$ cat src/include/gyh_defs.svh
// named constants of the gyro startup and health monitor
// assumes a 32-bit apb slave and a 250 MHz pclk
// Notes on behaviour
// - reset low: hold preset, ignore serial commands
// - on release load calibration, then seek resonance
// - range select pins sampled at reset release only, and only in analogue mode
// - all monitors except output saturation gated into one health output
// - calibration parity fault forces health false
// - bad trim dac conversion forces health false
// - agc drive out of limits forces health false
// - health false until loops have settled
// - demodulator saturation fails, output saturation not
// - excessive quadrature magnitude forces health false
// - checksum failure flagged in reply, not health
// - self-test adds 50 deg/s rate offset
// - self-test from pin or serial command bit
// - self-test active drives health false
// - temperature only through digital interface
// - temperature code 2.75 per degree, 600 at 25
// - analogue self-test pin is active low
// - reset latches range selects in analogue mode (range 3 in digital mode), reloads calibration
// - command bit 6 enables or disables self-test
`ifndef GYH_DEFS_SVH
`define GYH_DEFS_SVH
// calibration memory walk
`define GYH_CAL_LAST      4'hF
`define GYH_CAL_FIRST     4'h0
// apb register byte addresses
`define GYH_ADDR_STATUS   12'h000
`define GYH_ADDR_QLIM     12'h004
`define GYH_ADDR_TEMP     12'h008
`define GYH_QLIM_RST      16'h4000
// command byte fields
`define GYH_CMD_FACTORY   7
`define GYH_CMD_SELFTEST  6
`define GYH_CMD_RSRC      5
`define GYH_CMD_RHI       4
`define GYH_CMD_RLO       3
// range codes: 0 = 900, 1 = 300, 2 = 150, 3 = 75 deg/s
`define GYH_RANGE_DEFAULT 2'h3
// self-test offset in deg/s
`define GYH_SELFTEST_DPS  8'h32
// temperature: code = 600 + 11/4 * (t - 25)
`define GYH_TEMP_REF_C    10'sh019
`define GYH_TEMP_SLOPE_X4 14'sh000B
`define GYH_TEMP_SHIFT    2
`define GYH_TEMP_CODE_25C 12'h258
`endif

$ cat src/include/gyh_pkg.sv
// types of the gyro startup and health monitor
// assumes gyh_defs.svh supplies the numbers
package gyh_pkg;
  // startup sequence, gray coded along the path
  typedef enum logic [1:0] {
    GYH_PRESET = 2'b00,
    GYH_LOAD   = 2'b01,
    GYH_SEARCH = 2'b11,
    GYH_RUN    = 2'b10
  } gyh_phase_t;
  // one serial command message, first byte on top
  typedef struct packed {
    logic [7:0]      cmd;
    logic [3:0][7:0] spare;
    logic [7:0]      csum;
  } gyh_msg_t;
  // analogue monitor results, high means fault except loops_settled
  typedef struct packed {
    logic        agc_high;
    logic        agc_low;
    logic        demod_sat;
    logic        output_sat;
    logic        loops_settled;
    logic [15:0] quad_mag;
  } gyh_mon_t;
  // status register layout
  typedef struct packed {
    logic [13:0] zero;
    logic [1:0]  phase;
    logic [1:0]  range;
    logic        self_test;
    logic        csum_fail;
    logic        quad_fail;
    logic        demod_fail;
    logic        agc_fail;
    logic        dac_fail;
    logic        parity_fail;
    logic        health;
    logic [5:0]  zero_lo;
  } gyh_status_t;
  // all state of the monitor
  typedef struct packed {
    gyh_phase_t  phase;
    logic [3:0]  cal_idx;
    logic        parity_fail;
    logic        dac_fail;
    logic [1:0]  range;
    logic        st_serial;
    logic        self_test;
    logic        csum_fail;
    logic        quad_fail;
    logic        health;
    logic [7:0]  st_offset;
    logic [15:0] qlim;
    logic [11:0] temp_code;
    logic [31:0] prdata;
    logic        pready;
    logic        pslverr;
  } gyh_state_t;
endpackage

$ cat src/hw/gyh_monitor.sv
// startup sequencer, health gate, self-test and temperature code of the rate sensor
// assumes device pins are synchronous to pclk and software uses a 32-bit apb master
`timescale 1ns/10ps
`default_nettype none
`include "gyh_defs.svh"

module gyh_monitor (
  input  wire logic             pclk,
  input  wire logic             presetn,
  // apb slave
  input  wire logic             psel,
  input  wire logic             penable,
  input  wire logic             pwrite,
  input  wire logic [11:0]      paddr,
  input  wire logic [31:0]      pwdata,
  output logic      [31:0]      prdata,
  output logic                  pready,
  output logic                  pslverr,
  // device pins
  input  wire logic             device_reset_n,
  input  wire logic             digital_mode,
  input  wire logic             commanded_self_test_n,
  input  wire logic             range_select_0,
  input  wire logic             range_select_1,
  // calibration memory, even parity in bit 8
  output logic      [3:0]       cal_addr,
  input  wire logic [8:0]       cal_word,
  input  wire logic             dac_mismatch,
  // analogue monitors and die temperature in degrees c
  input  wire gyh_pkg::gyh_mon_t mon,
  input  wire logic signed [7:0] die_temp,
  // serial command message after framing
  input  wire logic             msg_valid,
  input  wire gyh_pkg::gyh_msg_t msg,
  // results
  output logic                  health,
  output logic                  csum_fail,
  output logic                  self_test,
  output logic      [7:0]       self_test_offset,
  output logic      [1:0]       rate_range,
  output logic      [11:0]      temp_code
);
  import gyh_pkg::*;

  gyh_state_t  r;
  gyh_state_t  next_r;
  gyh_status_t stat;

  // checksum and temperature arithmetic
  logic [7:0]         byte_sum;
  logic               csum_ok;
  logic signed [9:0]  t_diff;
  logic signed [13:0] t_prod;
  logic [11:0]        t_code;
  logic               apb_access;
  logic               quad_bad;

  // inverse of the byte sum must match the last byte
  always_comb begin
    byte_sum = msg.cmd + msg.spare[3] + msg.spare[2] + msg.spare[1] + msg.spare[0];
    csum_ok  = (~byte_sum) == msg.csum;
  end

  // temperature scaling, slope 11/4 around the 25 degree point
  always_comb begin
    t_diff = {{2{die_temp[7]}}, die_temp} - `GYH_TEMP_REF_C;
    t_prod = 14'(t_diff) * `GYH_TEMP_SLOPE_X4;
    t_code = `GYH_TEMP_CODE_25C + 12'(t_prod >>> `GYH_TEMP_SHIFT);
  end

  // status word seen by software
  always_comb begin
    stat             = '0;
    stat.phase       = r.phase;
    stat.range       = r.range;
    stat.self_test   = r.self_test;
    stat.csum_fail   = r.csum_fail;
    stat.quad_fail   = r.quad_fail;
    stat.demod_fail  = mon.demod_sat;
    stat.agc_fail    = mon.agc_high | mon.agc_low;
    stat.dac_fail    = r.dac_fail;
    stat.parity_fail = r.parity_fail;
    stat.health      = r.health;
  end

  assign apb_access = psel & penable & ~r.pready;
  assign quad_bad   = mon.quad_mag > r.qlim;

  // next state of sequencer, monitors and register file
  always_comb begin
    next_r         = r;
    next_r.pready  = 1'b0;
    next_r.pslverr = 1'b0;

    unique case (r.phase)
      // held while the reset pin is low, faults wiped for a fresh check
      GYH_PRESET: begin
        if (device_reset_n) begin
          next_r.phase = GYH_LOAD;
          next_r.cal_idx = `GYH_CAL_FIRST;
          if (digital_mode) begin
            next_r.range = `GYH_RANGE_DEFAULT;
          end else begin
            next_r.range = {range_select_1, range_select_0};
          end
        end
      end
      // walk the calibration words, checking parity and dac conversion
      GYH_LOAD: begin
        if (^cal_word) begin
          next_r.parity_fail = 1'b1;
        end
        if (dac_mismatch) begin
          next_r.dac_fail = 1'b1;
        end
        next_r.cal_idx = r.cal_idx + 4'h1;
        if (r.cal_idx == `GYH_CAL_LAST) begin
          next_r.phase = GYH_SEARCH;
        end
      end
      // wait for resonance and closed loops
      GYH_SEARCH: begin
        if (mon.loops_settled) begin
          next_r.phase = GYH_RUN;
        end
      end
      GYH_RUN: begin
      end
    endcase

    // serial commands only while reset is released
    if (device_reset_n && msg_valid) begin
      next_r.csum_fail = ~csum_ok;
      // range and serial self-test exist only with the serial interface,
      // so a stray message in analogue mode cannot move the latched range
      if (digital_mode && csum_ok && !msg.cmd[`GYH_CMD_FACTORY]) begin
        next_r.st_serial = msg.cmd[`GYH_CMD_SELFTEST];
        if (msg.cmd[`GYH_CMD_RSRC]) begin
          next_r.range = {msg.cmd[`GYH_CMD_RHI], msg.cmd[`GYH_CMD_RLO]};
        end else begin
          next_r.range = `GYH_RANGE_DEFAULT;
        end
      end
    end

    // self-test source follows the interface mode
    if (digital_mode) begin
      next_r.self_test = r.st_serial;
    end else begin
      next_r.self_test = ~commanded_self_test_n;
    end
    next_r.st_offset = next_r.self_test ? `GYH_SELFTEST_DPS : 8'h00;

    // quadrature and temperature sampled every cycle
    next_r.quad_fail = quad_bad;
    next_r.temp_code = t_code;

    // one registered health result, output stage saturation left out
    next_r.health = (r.phase == GYH_RUN)
                  & ~r.parity_fail & ~r.dac_fail
                  & ~mon.agc_high & ~mon.agc_low
                  & ~mon.demod_sat
                  & ~r.quad_fail
                  & ~r.self_test;

    // apb access phase answered on its second cycle
    if (apb_access) begin
      next_r.pready = 1'b1;
      next_r.prdata = 32'h0000_0000;
      unique case (paddr)
        `GYH_ADDR_STATUS: begin
          next_r.prdata  = stat;
          next_r.pslverr = pwrite;
        end
        `GYH_ADDR_QLIM: begin
          next_r.prdata = {16'h0000, r.qlim};
        end
        `GYH_ADDR_TEMP: begin
          next_r.prdata  = {20'h0_0000, r.temp_code};
          next_r.pslverr = pwrite;
        end
        default: begin
          next_r.pslverr = 1'b1;
        end
      endcase
    end

    // a limit write lands at the edge that ends the access, with pready seen,
    // so the quadrature compare never uses a limit the master has not committed
    if (psel && penable && r.pready && pwrite && (paddr == `GYH_ADDR_QLIM)) begin
      next_r.qlim = pwdata[15:0];
    end

    // reset pin low overrides sequencer, calibration faults, serial self-test, checksum flag and health
    if (!device_reset_n) begin
      next_r.phase       = GYH_PRESET;
      next_r.cal_idx     = `GYH_CAL_FIRST;
      next_r.parity_fail = 1'b0;
      next_r.dac_fail    = 1'b0;
      next_r.st_serial   = 1'b0;
      next_r.csum_fail   = 1'b0;
      next_r.health      = 1'b0;
    end
  end

  // state register
  always_ff @(posedge pclk or negedge presetn) begin
    if (!presetn) begin
      r       <= '0;
      r.phase <= GYH_PRESET;
      r.range <= `GYH_RANGE_DEFAULT;
      r.qlim  <= `GYH_QLIM_RST;
    end else begin
      r <= next_r;
    end
  end

  // outputs straight from the state register
  assign prdata           = r.prdata;
  assign pready           = r.pready;
  assign pslverr          = r.pslverr;
  assign cal_addr         = r.cal_idx;
  assign health           = r.health;
  assign csum_fail        = r.csum_fail;
  assign self_test        = r.self_test;
  assign self_test_offset = r.st_offset;
  assign rate_range       = r.range;
  assign temp_code        = r.temp_code;

endmodule // gyh_monitor
`default_nettype wire

$ cat config.mk
export PLATFORM = sky130hd
export DESIGN_NAME = gyh_monitor
export DESIGN_NICKNAME = d
export VERILOG_FILES = /design/src/include/gyh_pkg.sv /design/src/hw/gyh_monitor.sv
export VERILOG_INCLUDE_DIRS = /design/src /design/src/include
export SDC_FILE = /design/constraint.sdc
export NUM_CORES = 1
export LEC_CHECK = 0
export ABC_CLOCK_PERIOD_IN_PS = 3400
export BUFFER_PORTS_ARGS = -buffer_cell sky130_fd_sc_hd__buf_2
export CAP_MARGIN = 20
export CORE_MARGIN = 2
export CORE_UTILIZATION = 35
export CTS_BUF_LIST = sky130_fd_sc_hd__clkbuf_2
export DETAILED_ROUTE_END_ITERATION = 10
export GPL_ROUTABILITY_DRIVEN = 0
export SLEW_MARGIN = 15
export SYNTH_ARGS = -nofsm -noshare
export SYNTH_HDL_FRONTEND = slang
export SYNTH_SLANG_ARGS = --single-unit
export TNS_END_PERCENT = 10
$ cat constraint.sdc
create_clock -name pclk -period 3.4 [get_ports pclk]
set_clock_uncertainty 0.05 [all_clocks]
set_input_delay 0.17 -clock pclk [delete_from_list [all_inputs] [get_ports pclk]]
set_output_delay 0.17 -clock pclk [all_outputs]
set_load 0.01 [all_outputs]
# Word-level counts from Yosys, hierarchy flattened
# Index checks and enable logic that the tools add are counted.
op_classes:
  add_sub_neg: 7
  multipliers: 1
  order_cmp: 1
  n_eq_ne: 16
  muxes: 23
  n_bitwise: 21
  n_reduce_logical: 16
ops:
  columns: ["operator", "count"]
  rows:
  - ["18-bit case mux with 3 select lines", 1]
  - ["8-bit adder", 4]
  - ["16-bit > comparator", 1]
  - ["2-bit 2-to-1 mux", 8]
  - ["9-bit by 5-bit multiplier with 14-bit output (second input constant)", 1]
  - ["10-bit by 12-bit adder with 12-bit output (first input constant)", 1]
  - ["12-bit by 3-bit equality test with 1-bit output (second input constant)", 1]
  - ["12-bit by 4-bit equality test with 1-bit output (second input constant)", 1]
  - ["12-bit zero test", 1]
  - ["2-bit by 1-bit != test with 1-bit output (second input constant)", 5]
  - ["1-bit inverter", 10]
  - ["1-bit bitwise AND", 9]
  - ["9-bit XOR reduction", 1]
  - ["8-bit by 6-bit subtractor with 9-bit output (second input constant)", 1]
  - ["8-bit equality test", 1]
  - ["8-bit 2-to-1 mux", 1]
  - ["8-bit inverter", 1]
  - ["4-bit case mux with 2 select lines", 1]
  - ["1-bit logical AND", 7]
  - ["1-bit 2-to-1 mux", 7]
  - ["3-bit 2-to-1 mux", 2]
  - ["6-bit 2-to-1 mux", 1]
  - ["3-bit != test (second input constant)", 2]
  - ["2-bit case mux with 3 select lines", 1]
  - ["13 further kinds", 16]
word_totals:
  ff_bits: 69
  input_bits: 142
  output_inout_bits: 63
  elab_cells: 101

# Depth between registers and ports, before layout
# Gate-level depths: netlist of run 1.
logic_depth:
  ltp_word: 11
  depth_mapped: 18
  ltp_nobuf: 18

# Worst setup path after synthesis of run 1
# No wires, ideal clock.
synth_timing:
  path_type: "input port to flip-flop"
  startpoint: "input msg[9] (netlist bit)"
  endpoint: "register r[74] (netlist bit)"
  setup_time_ns: 0.079
  arrival_time_ns: 3.649
  required_ns: 3.271
  slack_ns: -0.378
  cell_stages: 12
  n_path_buf: 0
  cell_sequence: "fa_1 > fa_1 > fa_1 > ha_1 > fa_1 > xor2_1 > nand4_1 > a2111oi_0 > o211ai_1 > a211oi_1 > and3b_1 > mux2i_1"
synth_between:
  elab_chain_len: 7
synth_lines:
  columns: ["item", "line", "rtl"]
  rows:
  - ["start, declared", "gyh_monitor.sv:34", "input wire gyh_pkg::gyh_msg_t msg,"]
  - ["8-bit adder", "gyh_monitor.sv:60", "byte_sum = msg.cmd + msg.spare[3] + msg.spare[2] + msg.spare[1] + msg.spare[0];"]
  - ["8-bit inverter", "gyh_monitor.sv:61", "csum_ok = (~byte_sum) == msg.csum;"]
  - ["8-bit equality test", "gyh_monitor.sv:61", null]
  - ["1-bit logical AND (2 in series)", "gyh_monitor.sv:136", "if (digital_mode && csum_ok && !msg.cmd[`GYH_CMD_FACTORY]) begin"]
  - ["2-bit by 1-bit != test with 1-bit output (no line)", null, null]
  - ["2-bit AND reduction (no line)", null, null]
  - ["end signal, assigned", "gyh_monitor.sv:214", "r <= next_r;"]
  - ["end, declared", "gyh_monitor.sv:45", "gyh_state_t r;"]
# No other way between the ends.
# A chain may end at the register's enable or synchronous reset.

==> impl_results.md, run 1 <==
* Status: complete, no violations
* Vias/cell at approximately 4.6
* RSZ-0062 raised after global routing: true
* Asr flop ratio synth at 1.00
* Critical Path RT at between 3000 and 4000 ps
* Full die area at ~0.017 mm^2
* Largest net degree at the start of global routing at 34
* Nets at between 1k and 1.5k
* Slew headroom at 0.391
* Maxcap violations at 0
* Sink Count at 63
* Worst hold stages at 4
* Max clock buf depth at 2
* # IOs at between 200 and 250
* Critical path peak fanout at 3
* # port buffers at around 170
* DRT iter0 DRCs at approximately 140
* Register-to-Register Path Depth at 10
* Post-synthesis compound-gate area fraction at 0.143
* Post-Synthesis Cells at roughly 580
* Min-delay worst type: primary input to flop
* Yosys top cell area share at 0.277
* Global-route wire length before repair at 21500 um
* Synth unique cells at 58
* Post-DP HPWL at around 11000 um
* Warnings from Yosys at 0
* Core area at 0.0151 mm^2
* Synth Area in Simple Gates at 0.115
* Routed WL per cell at about 13 um
* Initial Utilization at 0.358
* ANT cells at 0
* Pre-CTS setup slack at -498 ps
* Crit path max-delay cell type: fa_1
* Detail Route Antenna Nets at 0
* Largest family of logic cells by synthesized area: adder cells
* Routed wire length at between 10000 and 15000 um
* Die X-Extent at between 100 and 150 um
* Cell Rows at between 40 and 50
* Post-route cell area at 0.00706 mm^2
* Crit. End Element: flop
* CTS tree: done
* GRT overflow at 0
* Area leader, netlist: dfrtp_1
* Cts bufs inserted at 9
* Post-synth EDFFs at 0
* Power Density at 462 mW/mm^2
* CTS root buf: clkbuf_2
* Post-CTS setup buffers at 0
* Post-Syn Area per Cell at between 9 and 10 um^2
* Stages on the worst setup path at 13
* Tcrit/Tclk final at 0.966
* Final-report hold violation count at 0
* Die height at around 130 um
* Critical path class: primary input to flop
* Synth Register Bits at 63
* Type of origin of the critical path: primary input
* Area contributors post-synth: dfrtp_1, ha_1, fa_1
* Minimum clock period at 3280 ps
* Worst Path Buf+Inv at 1
* Initial antenna violation count at 0
* Fraction of final layout cells sized beyond drive strength 1 at 0.320
* Drt pass-1 iters at 4
* CP cell instances: buf_6 > fa_1 > fa_1 > fa_1 > ha_2 > fa_1 > xor2_1 > nand4_1 > a2111oi_2 > o211ai_1 > a211oi_2 > nand4b_1 > mux2i_1
* Most used cell, CP: fa_1
* Peak VDD IR at about 0.0003 V
* Adder-cell share of the synthesized area at 0.209
* Global Route Usage Sum at 0.165
* Ys flop type: dfrtp_1
* Leakage power at 3.74 nW
* Placed Area at 0.00653 mm^2
* Setup Viol. Count Final at 0
* Area growth from synthesis to layout at 30.2%
* Max Clk Rate at between 300 and 400 MHz
* Setup ws final at roughly 120 ps
* WP data arrival at between 3000 and 4000 ps
* Max Transition Viols Final at 0
* Clock transition at the registers of the reported paths at ~160 ps
* Vias in the first global route at 4585
* Max incr delay on CP at 580 ps
* Sequential-to-total area share from yosys stat at 0.291
* Remaining routing DRC violations at 0
* Delay-heaviest family, CP: adder cells
* Post-synthesis xor/xnor area fraction at 0.0837
* DR vias at 4563
* Clk Latency, worst-skew pair at 520 ps
* Mapped Area at 0.00542 mm^2
* Mux contribution to synthesized area at 0.0302
* H-tree depth at 3
* Slew @ Worst Pin at 911 ps
## layout make-up
cell class	count	area (um^2)
clock buffers	14	70.1
clock inverters	2	8.76
fillers	1490	8090
inverters	54	203
multi-input cells	405	3270
flip-flops and latches	63	1580
well taps	188	235
repair buffers	267	1700
## registers in the layout, summed over array words and instances (netlist names)
signal,cells
csum_fail,1
pready,1
rate_range,2
health,1
prdata,18
self_test_offset,1
r,22
cal_addr,4
pslverr,1
temp_code,12
## layer usage
layer,part of all wire,GRT usage,vias up
met5,0,0,-
met4,0.016,0.0549,0
met3,0.049,0.0349,17
met2,0.49,0.295,122
met1,0.44,0.196,2098
li1,-,-,2326
## placed cells by master, fill, tap and decap left out, drive strengths merged, types with 3 or more instances in the layout
master and instances:
nor2 27, xnor2 34, clkbuf 14, o31ai 12, a22oi 9, xor2 17, mux2 3, nand3 8
nor4 3, ha 49, inv 53, nor3 5, o211ai 3, nor2b 15, dlygate4sd3 43, buf 224
dfstp 3, or2 3, a211oi 5, a21o 15, conb 19, o21a 5, mux2i 13, a21oi 20
nand2 49, dfrtp 60, nand2b 3, o21ai 29, clkinv 3, nand4 6, fa 26
## stage by stage
stage               setup TNS, ps  hold WS (ps)  power, W  cells  utilization
floorplan                    -984          -176   0.00220    593            -
global placement            -3120           223   0.00286    934        0.431
detailed placement          -3160           217   0.00288    934        0.431
CTS                             0          1.21   0.00330    993        0.465
global route                 -264          54.0   0.00358    993        0.466
finish                          0          52.8   0.00326    993        0.466
## power by group
group	internal [W]	leakage [nW]	total [W]	switching, W
clock network	0.000109	0.0636	0.000371	0.000262
logic	0.00108	2.92	0.00198	0.000900
registers	0.000848	0.760	0.000911	0.0000631
## worst min-delay path: stages
cell and delay [ps]:
buf_2 200, nor3_1 100, nand3_1 90, nand2_1 50
## cells in the mapped netlist, types with 3 or more instances
cell	n
dfrtp_1	60
buf_4	58
inv_1	53
ha_1	49
nand2_1	49
xnor2_1	34
nor2_1	27
fa_1	26
a21oi_1	20
o21ai_0	17
xor2_1	16
a21o_1	15
nor2b_1	15
clkbuf_1	13
mux2i_1	13
o21ai_1	12
o31ai_1	12
a22oi_1	9
nand3_1	8
nand4_1	6
a211oi_1	5
nor3_1	5
o21a_1	5
dfstp_2	3
nor4_1	3
o211ai_1	3
## final timing paths
path                                       start                      end  slack [ps]
setup / recovery                         msg[25]  rate_range[1]$_DFF_PN1_         120
min in group asynchronous                presetn        r[61]$_DFFE_PN0P_         160
hold reg to reg            prdata[6]$_DFFE_PN0P_    prdata[6]$_DFFE_PN0P_         440
max in group asynchronous                presetn   prdata[10]$_DFFE_PN0P_        2230
setup reg to reg               r[47]$_DFFE_PN0P_          r[71]$_DFF_PN0_         900
hold / removal                          paddr[3]   prdata[17]$_DFFE_PN0P_          50
## kinds of logic (layout without fill, tap and decap cells)
logic type / Yosys count / count (layout)
other: 1 / 19
AOI/OAI and AO/OA: 115 / 115
muxes: 16 / 16
xor gates and xnor gates: 51 / 51
DFF: 63 / 63
buffers and inverters: 125 / 337
and+or+nand+nor: 129 / 129
adders and majority gates: 75 / 75
## repair_timing
item | 4_1_cts | 5_1_grt
gates resized for setup | 0 | 3
endpoints found under the hold margin | 62 | 0
hold buffers | 43 | 0
setup endpoints to repair | 0 | 6
Note: power is estimated with default switching activity, not from simulation.
==> run 2: changes to the inputs <==
--- a/config.mk
+++ b/config.mk
@@ -10,10 +10,12 @@
 export BUFFER_PORTS_ARGS = -buffer_cell sky130_fd_sc_hd__buf_2
 export CAP_MARGIN = 20
 export CORE_MARGIN = 2
-export CORE_UTILIZATION = 35
+export CORE_UTILIZATION = 40
 export CTS_BUF_LIST = sky130_fd_sc_hd__clkbuf_2
 export DETAILED_ROUTE_END_ITERATION = 10
 export GPL_ROUTABILITY_DRIVEN = 0
+export PLACE_DENSITY = 0.67
+export SKIP_LAST_GASP = 1
 export SLEW_MARGIN = 15
 export SYNTH_ARGS = -nofsm -noshare
 export SYNTH_HDL_FRONTEND = slang
==> run 2 against run 1 <==
Net effect:
- the flow now finishes with violations (negative setup slack)
- clock power about the same
- utilization up 6.2 points
- global-route usage up 2.7 points
- clock-buffer cell count down 1
- cell area down 0.96%
- critical path depth unchanged
- setup slack worse by 180 ps
- sequential share of layout area up 0.22 points
- sequential power about the same
- first-iteration DRC count up 0.70%
- sequential cell count unchanged
- worst hold slack better by 13 ps
- critical path type unchanged
- largest power group unchanged
==> impl_results.md, run 2 (synthesis results as in run 1) <==
* Post-CTS setup buffers at 0 (unchanged)
* Critical Path RT at 3800 ps (was 3810 ps)
* Die height at 120 um (was 128 um)
* Status: finished with violations (was complete, no violations)
* Die X-Extent at 120 um (was 128 um)
* Most common cell after layout, fill and taps aside: buf_2 (unchanged)
* Fraction of final layout cells sized beyond drive strength 1 at 0.316 (was 0.320)
* Critical path peak fanout at 3 (unchanged)
* Leakage power at 3.71 nW (was 3.74 nW)
* Fillcell total at 1221 (was 1490)
* Violated checks: negative setup slack
* CTS tree: done (unchanged)
* Final-report hold violation count at 0 (unchanged)
* Routed WL per cell at 13.9 um (was 13.1 um)
* Cts bufs inserted at 9 (unchanged)
* Setup ws final at -67.0 ps (was 115 ps)
* Initial antenna violation count at 0 (unchanged)
* Remaining routing DRC violations at 0 (unchanged)
* GRT overflow at 0 (unchanged)
* Post-DP HPWL at 11000 um (was 10700 um)
* Setup Viol. Count Final at 3 (was 0)
* Tcrit/Tclk final at 1.02 (was 0.966)
* Max Transition Viols Final at 0 (unchanged)
* Total power at 0.00329 W (was 0.00326 W)
* H-tree depth at 3 (unchanged)
* Reg area at 0.00158 mm^2 (unchanged)
* Placed Area at 0.00649 mm^2 (was 0.00653 mm^2)
* # port buffers at 168 (unchanged)
* Critical path class: primary input to flop (unchanged)
* Power Density at 470 mW/mm^2 (was 462 mW/mm^2)
* Most frequent cells in the layout: buf_2, dfrtp_1, inv_1, buf_4, nand2_1 (was buf_2, dfrtp_1, buf_4)
* Slew headroom at 0.416 (was 0.391)
* CP Launch Point: msg[25] (unchanged)
* # IOs at 205 (unchanged)
* Vias/cell at 4.80 (was 4.60)
* Detail Route Antenna Nets at 0 (unchanged)
* Vias in the first global route at 4953 (was 4585)
* Worst R2R Start: r[55]$_DFFE_PN0P_ (was r[47]$_DFFE_PN0P_)
* DR vias at 4686 (was 4563)
* Clk Latency, worst-skew pair at 530 ps (was 520 ps)
* M2 GR Usage at 0.344 (was 0.295)
* Sink Count at 63 (unchanged)
* Largest net degree at the start of global routing at 34 (unchanged)
* Maxcap violations at 0 (unchanged)
* Largest register FFs at 22 (unchanged)
* Nets at 1013 (was 1017)
* Drt pass-1 iters at 5 (was 4)
* Max Clk Rate at 288 MHz (was 304 MHz)
* ANT cells at 0 (unchanged)
* Slew @ Worst Pin at 875 ps (was 911 ps)
* Crit. End Element: flop (unchanged)
* Grt met3 use at 0.0340 (was 0.0349)
* Clock transition at the registers of the reported paths at 170 ps (was 160 ps)
* Met1 Usage GRT at 0.228 (was 0.196)
* Post-route cell area at 0.00699 mm^2 (was 0.00706 mm^2)
* Min-delay worst type: primary input to flop (unchanged)
* Peak VDD IR at 0.000412 V (was 0.000309 V)
* Core area at 0.0132 mm^2 (was 0.0151 mm^2)
* DRT iter0 DRCs at 144 (was 143)
* Cell Rows at 42 (was 45)
* Routed wire length at 13600 um (was 13000 um)
* Minimum clock period at 3470 ps (was 3280 ps)
* RSZ-0062 raised after global routing: true (unchanged)
* Biggest register: r (unchanged)
* Type of origin of the critical path: primary input (unchanged)
* Final core utilization at 0.528 (was 0.466)
* Busiest layer in global routing: met2 (unchanged)
* Hold_sp: mon[15] (was paddr[3])
* Area growth from synthesis to layout at 28.9% (was 30.2%)
* Initial Utilization at 0.410 (was 0.358)
* Full die area at 0.0145 mm^2 (was 0.0165 mm^2)
* Max clock buf depth at 2 (unchanged)
* Global-route wire length before repair at 22300 um (was 21500 um)
* WP data arrival at 3860 ps (was 3690 ps)
* CTS root buf: clkbuf_2 (unchanged)
* Multi-input gate area at 0.00325 mm^2 (was 0.00327 mm^2)
* Global Route Usage Sum at 0.192 (was 0.165)
run 2: layer usage:
metal	vias to the layer above	share of wire
li1	2317	-
met1	2191	0.42
met2	146	0.51
met3	32	0.048
met4	0	0.020
met5	-	0
run 2: where the power goes:
| part | internal (W) | total, W | switching (W) |
|---|---|---|---|
| clock network | 0.000104 | 0.000370 | 0.000266 |
| logic | 0.00108 | 0.00200 | 0.000926 |
| registers | 0.000848 | 0.000912 | 0.0000636 |
| total | 0.00203 | 0.00329 | 0.00126 |
run 2: through the flow:
| step | cells | worst slack, ps | hold slack (ps) | setup TNS (ps) |
|---|---|---|---|---|
| 2_1_floorplan | 593 | -215 | -176 | -984 |
| 3_3_place_gp | 919 | -463 | 209 | -2840 |
| 3_5_place_dp | 919 | -613 | 212 | -3580 |
| 4_1_cts | 977 | 6.35 | 27.9 | 0 |
| 5_1_grt | 977 | -202 | 35.5 | -668 |
| 6_report | 977 | -67.0 | 65.4 | -130 |
run 2: worst paths after layout:
check | cells after the start | endpoint | slack [ps]
max | 13 | rate_range[0]$_DFF_PN1_ | -70
min | 4 | r[71]$_DFF_PN0_ | 70
max reg2reg | 9 | r[71]$_DFF_PN0_ | 1370
min reg2reg | 2 | prdata[17]$_DFFE_PN0P_ | 440
max in group asynchronous | 3 | r[60]$_DFFE_PN1P_ | 2200
min in group asynchronous | 2 | r[78]$_DFFE_PN0P_ | 150
run 2: cell type report:
cell class,instances,area share
Inverter,54,0.0290
Clock inverter,3,0.00197
Sequential cell,63,0.226
Clock buffer,13,0.00930
Multi-Input combinational cell,405,0.465
Tap cell,176,0.0315
Timing Repair Buffer,263,0.237
run 2: critical path: stages:
cell and delay [ps]:
buf_2 110, fa_1 510, fa_1 580, fa_1 430, ha_2 200, fa_1 500, xor2_1 150, nand4_1 120
a2111oi_2 260, o211ai_1 180, a211oi_2 230, nand4b_1 200, mux2i_1 220
run 2: timing repair:
action,CTS,global route
endpoints found under the setup margin,3,6
hold buffers,42,0
endpoints found under the hold margin,60,0
pin swaps,2,0
gates resized for setup,0,0
==> run 3: changes to the inputs <==
--- a/config.mk
+++ b/config.mk
@@ -6,15 +6,16 @@
 export SDC_FILE = /design/constraint.sdc
 export NUM_CORES = 1
 export LEC_CHECK = 0
+export ABC_AREA = 1
 export ABC_CLOCK_PERIOD_IN_PS = 3400
 export BUFFER_PORTS_ARGS = -buffer_cell sky130_fd_sc_hd__buf_2
 export CAP_MARGIN = 20
 export CORE_MARGIN = 2
-export CORE_UTILIZATION = 40
+export CORE_UTILIZATION = 51
 export CTS_BUF_LIST = sky130_fd_sc_hd__clkbuf_2
 export DETAILED_ROUTE_END_ITERATION = 10
 export GPL_ROUTABILITY_DRIVEN = 0
-export PLACE_DENSITY = 0.67
+export PLACE_DENSITY = 0.81
 export SKIP_LAST_GASP = 1
 export SLEW_MARGIN = 15
 export SYNTH_ARGS = -nofsm -noshare
==> run 3 against run 2 <==
Net effect:
- the flow now finishes without violations
- wire length grew 4.8%
- area after synthesis increased by 7.7%
- sequential share of layout area down 0.58 points
- worst hold slack worse by 29 ps
- critical path depth is 4 higher
- synthesized cell count is 29% higher
- clock-buffer cell count is 3 lower
- largest cell class unchanged
- largest power group unchanged
==> impl_results.md, run 3 <==
* Initial Utilization at 0.516 (was 0.410)
* Crit. End Element: flop (unchanged)
* Remaining routing DRC violations at 0 (unchanged)
* DRT iter0 DRCs at 326 (was 144)
* Grt met3 use at 0.0257 (was 0.0340)
* Min-delay worst type: primary input to flop (unchanged)
* Routed wire length at 14300 um (was 13600 um)
* Initial antenna violation count at 1 (was 0)
* Maxcap violations at 0 (unchanged)
* Post-synth EDFFs at 0 (unchanged)
* Tcrit/Tclk final at 0.937 (was 1.02)
* Area growth from synthesis to layout at 22.9% (was 28.9%)
* Slew headroom at 0.470 (was 0.416)
* Cts bufs inserted at 9 (unchanged)
* Type of origin of the critical path: primary input (unchanged)
* DR vias at 5227 (was 4686)
* Slew @ Worst Pin at 794 ps (was 875 ps)
* Final core utilization at 0.634 (was 0.528)
* Multi-input gate area at 0.00341 mm^2 (was 0.00325 mm^2)
* Fillcell total at 978 (was 1221)
* Critical path peak fanout at 4 (was 3)
* Leakage power at 4.10 nW (was 3.71 nW)
* Minimum clock period at 3180 ps (was 3470 ps)
* Power Density at 484 mW/mm^2 (was 470 mW/mm^2)
* Synth Register Bits at 63 (unchanged)
* # port buffers at 168 (unchanged)
* Reg area at 0.00158 mm^2 (unchanged)
* Reg power frac at 0.263 (was 0.277)
* Drt pass-1 iters at 4 (was 5)
* Area contributors post-synth: dfrtp_1, ha_1, nand2_1 (was dfrtp_1, ha_1, fa_1)
* Largest net degree at the start of global routing at 35 (was 34)
* Asr flop ratio synth at 1.00 (unchanged)
* Peak VDD IR at 0.000263 V (was 0.000412 V)
* Die height at 111 um (was 120 um)
* Biggest register: r (unchanged)
* RSZ-0062 raised after global routing: false (was true)
* CTS root buf: clkbuf_2 (unchanged)
* H-tree depth at 3 (unchanged)
* Clk network pwr share at 0.151 (was 0.113)
* Switching power at 0.00147 W (was 0.00126 W)
* # IOs at 205 (unchanged)
* Detail Route Antenna Nets at 0 (unchanged)
* Clock transition at the registers of the reported paths at 200 ps (was 170 ps)
* Max Transition Viols Final at 0 (unchanged)
* P_int at 0.00201 W (was 0.00203 W)
* Post-Synthesis Cells at 744 (was 575)
* Post-route cell area at 0.00718 mm^2 (was 0.00699 mm^2)
* Post-DP HPWL at 11600 um (was 11000 um)
* Vias/cell at 4.80 (about the same)
* Setup Viol. Count Final at 0 (was 3)
* Max Clk Rate at 314 MHz (was 288 MHz)
* Status: complete, no violations (was finished with violations)
* Fraction of final layout cells sized beyond drive strength 1 at 0.276 (was 0.316)
* CTS tree: done (unchanged)
* Met1 Usage GRT at 0.306 (was 0.228)
* Most frequent cells in the layout: buf_2, nand2_1, inv_1 (was buf_2, dfrtp_1, inv_1, buf_4, nand2_1)
* Switching Fraction at 0.422 (was 0.382)
* Critical path class: primary input to flop (unchanged)
* Full die area at 0.0123 mm^2 (was 0.0145 mm^2)
* Final-report hold violation count at 0 (unchanged)
* Die X-Extent at 111 um (was 120 um)
* WP data arrival at 3590 ps (was 3860 ps)
* M2 GR Usage at 0.411 (was 0.344)
* Routed WL per cell at 13.1 um (was 13.9 um)
* Comb pwr share at 0.586 (was 0.610)
* Sink Count at 63 (unchanged)
* Post-CTS setup buffers at 0 (unchanged)
* Mapped Area at 0.00584 mm^2 (was 0.00542 mm^2)
* Placed Area at 0.00670 mm^2 (was 0.00649 mm^2)
* Nets at 1157 (was 1013)
* Busiest layer in global routing: met2 (unchanged)
* Global-route wire length before repair at 23600 um (was 22300 um)
* Post-Syn Area per Cell at 7.85 um^2 (was 9.43 um^2)
* Ys flop type: dfrtp_1 (unchanged)
* Critical Path RT at 3810 ps (was 3800 ps)
* Cell Rows at 39 (was 42)
* Largest register FFs at 22 (unchanged)
* Most common cell after layout, fill and taps aside: buf_2 (unchanged)
* Most frequent cell after synthesis: nand2_1 (was dfrtp_1)
* GRT overflow at 0 (unchanged)
* Clk Latency, worst-skew pair at 490 ps (was 530 ps)
* Max clock buf depth at 2 (unchanged)
* Sequential-to-total area share from yosys stat at 0.271 (was 0.291)
* Vias in the first global route at 5178 (was 4953)
* Global Route Usage Sum at 0.236 (was 0.192)
* Synth unique cells at 52 (was 58)
* Post-synth top cells: nand2_1, inv_1, dfrtp_1 (was dfrtp_1, buf_4, inv_1)
* Yosys top cell area share at 0.257 (was 0.277)
* Area leader, netlist: dfrtp_1 (unchanged)
* Core area at 0.0113 mm^2 (was 0.0132 mm^2)
* Warnings from Yosys at 0 (unchanged)
-- run 3: critical path: stages --
cell and delay (ps):
buf_2 110, fa_1 560, fa_1 440, fa_1 480, ha_2 210, fa_1 490
xor2_1 180, nand3_1 90, nor2_1 110, nand3_1 80, nor2_1 120, nand3_1 100
nor2_2 180, nand3_1 110, nand2_1 70, nand2_1 40, inv_1 40
-- run 3: power by group through the flow --
stage	Clock (W)	Sequential, W	Combinational [W]
after floorplan	0	0.000897	0.00149
after global placement	0	0.000928	0.00193
after detailed placement	0	0.000928	0.00199
after CTS	0.000532	0.000914	0.00203
after global routing	0.000569	0.000917	0.00231
final	0.000526	0.000913	0.00204
-- run 3: path summary, 6_finish.rpt --
kind / startpoint / end / slack [ps] / depth (start not counted)
min in group asynchronous: presetn / r[74]$_DFFE_PN0P_ / 230 / 2
hold / removal: msg[7] / rate_range[0]$_DFF_PN1_ / 40 / 6
setup / recovery: msg[9] / rate_range[1]$_DFF_PN1_ / 220 / 17
hold reg to reg: prdata[1]$_DFFE_PN0P_ / prdata[1]$_DFFE_PN0P_ / 450 / 2
setup reg to reg: pready$_DFF_PN0_ / prdata[16]$_DFFE_PN0P_ / 1530 / 4
max in group asynchronous: presetn / rate_range[1]$_DFF_PN1_ / 2180 / 3
-- run 3: repair_timing --
action | CTS | global route
endpoints found under the hold margin | 59 | 0
hold buffers | 34 | 0
endpoints found under the setup margin | 0 | 0
resized for setup | 0 | 0
-- run 3: stage by stage --
| stage | instances | power (W) | setup TNS [ps] | worst slack (ps) | hold slack (ps) |
|---|---|---|---|---|---|
| after floorplan | 762 | 0.00239 | 0 | 2.18 | -176 |
| after global placement | 1038 | 0.00286 | -839 | -252 | 244 |
| after detailed placement | 1038 | 0.00292 | -1230 | -281 | 251 |
| after CTS | 1088 | 0.00348 | 0 | 249 | 12.8 |
| after global routing | 1089 | 0.00379 | 0 | 30.9 | 69.9 |
| final | 1089 | 0.00347 | 0 | 216 | 36.4 |
-- run 3: cells by family after synthesis --
group | share of synthesized area
and+or+nand+nor | 0.230
buffers and inverters | 0.157
adders and majority gates | 0.194
DFF | 0.271
muxes | 0.00193
xor gates and xnor gates | 0.0523
other | 0.000642
AOI/OAI and AO/OA | 0.0927
-- run 3: per-layer routing --
layer	wire (um)	up-vias
met2	6880	160
met4	340	0
met5	0	-
met1	6260	2363
met3	782	23
li1	-	2681
-- run 3: layout make-up --
type                       instances  share of cell area
multi-input combinational        516               0.475
sequential                        63               0.220
clock inverter                     6              0.0119
antenna                            1            0.000349
clock buffer                      10             0.00697
tap                              143              0.0249
timing repair buffer             237               0.201
inverter                         113              0.0593
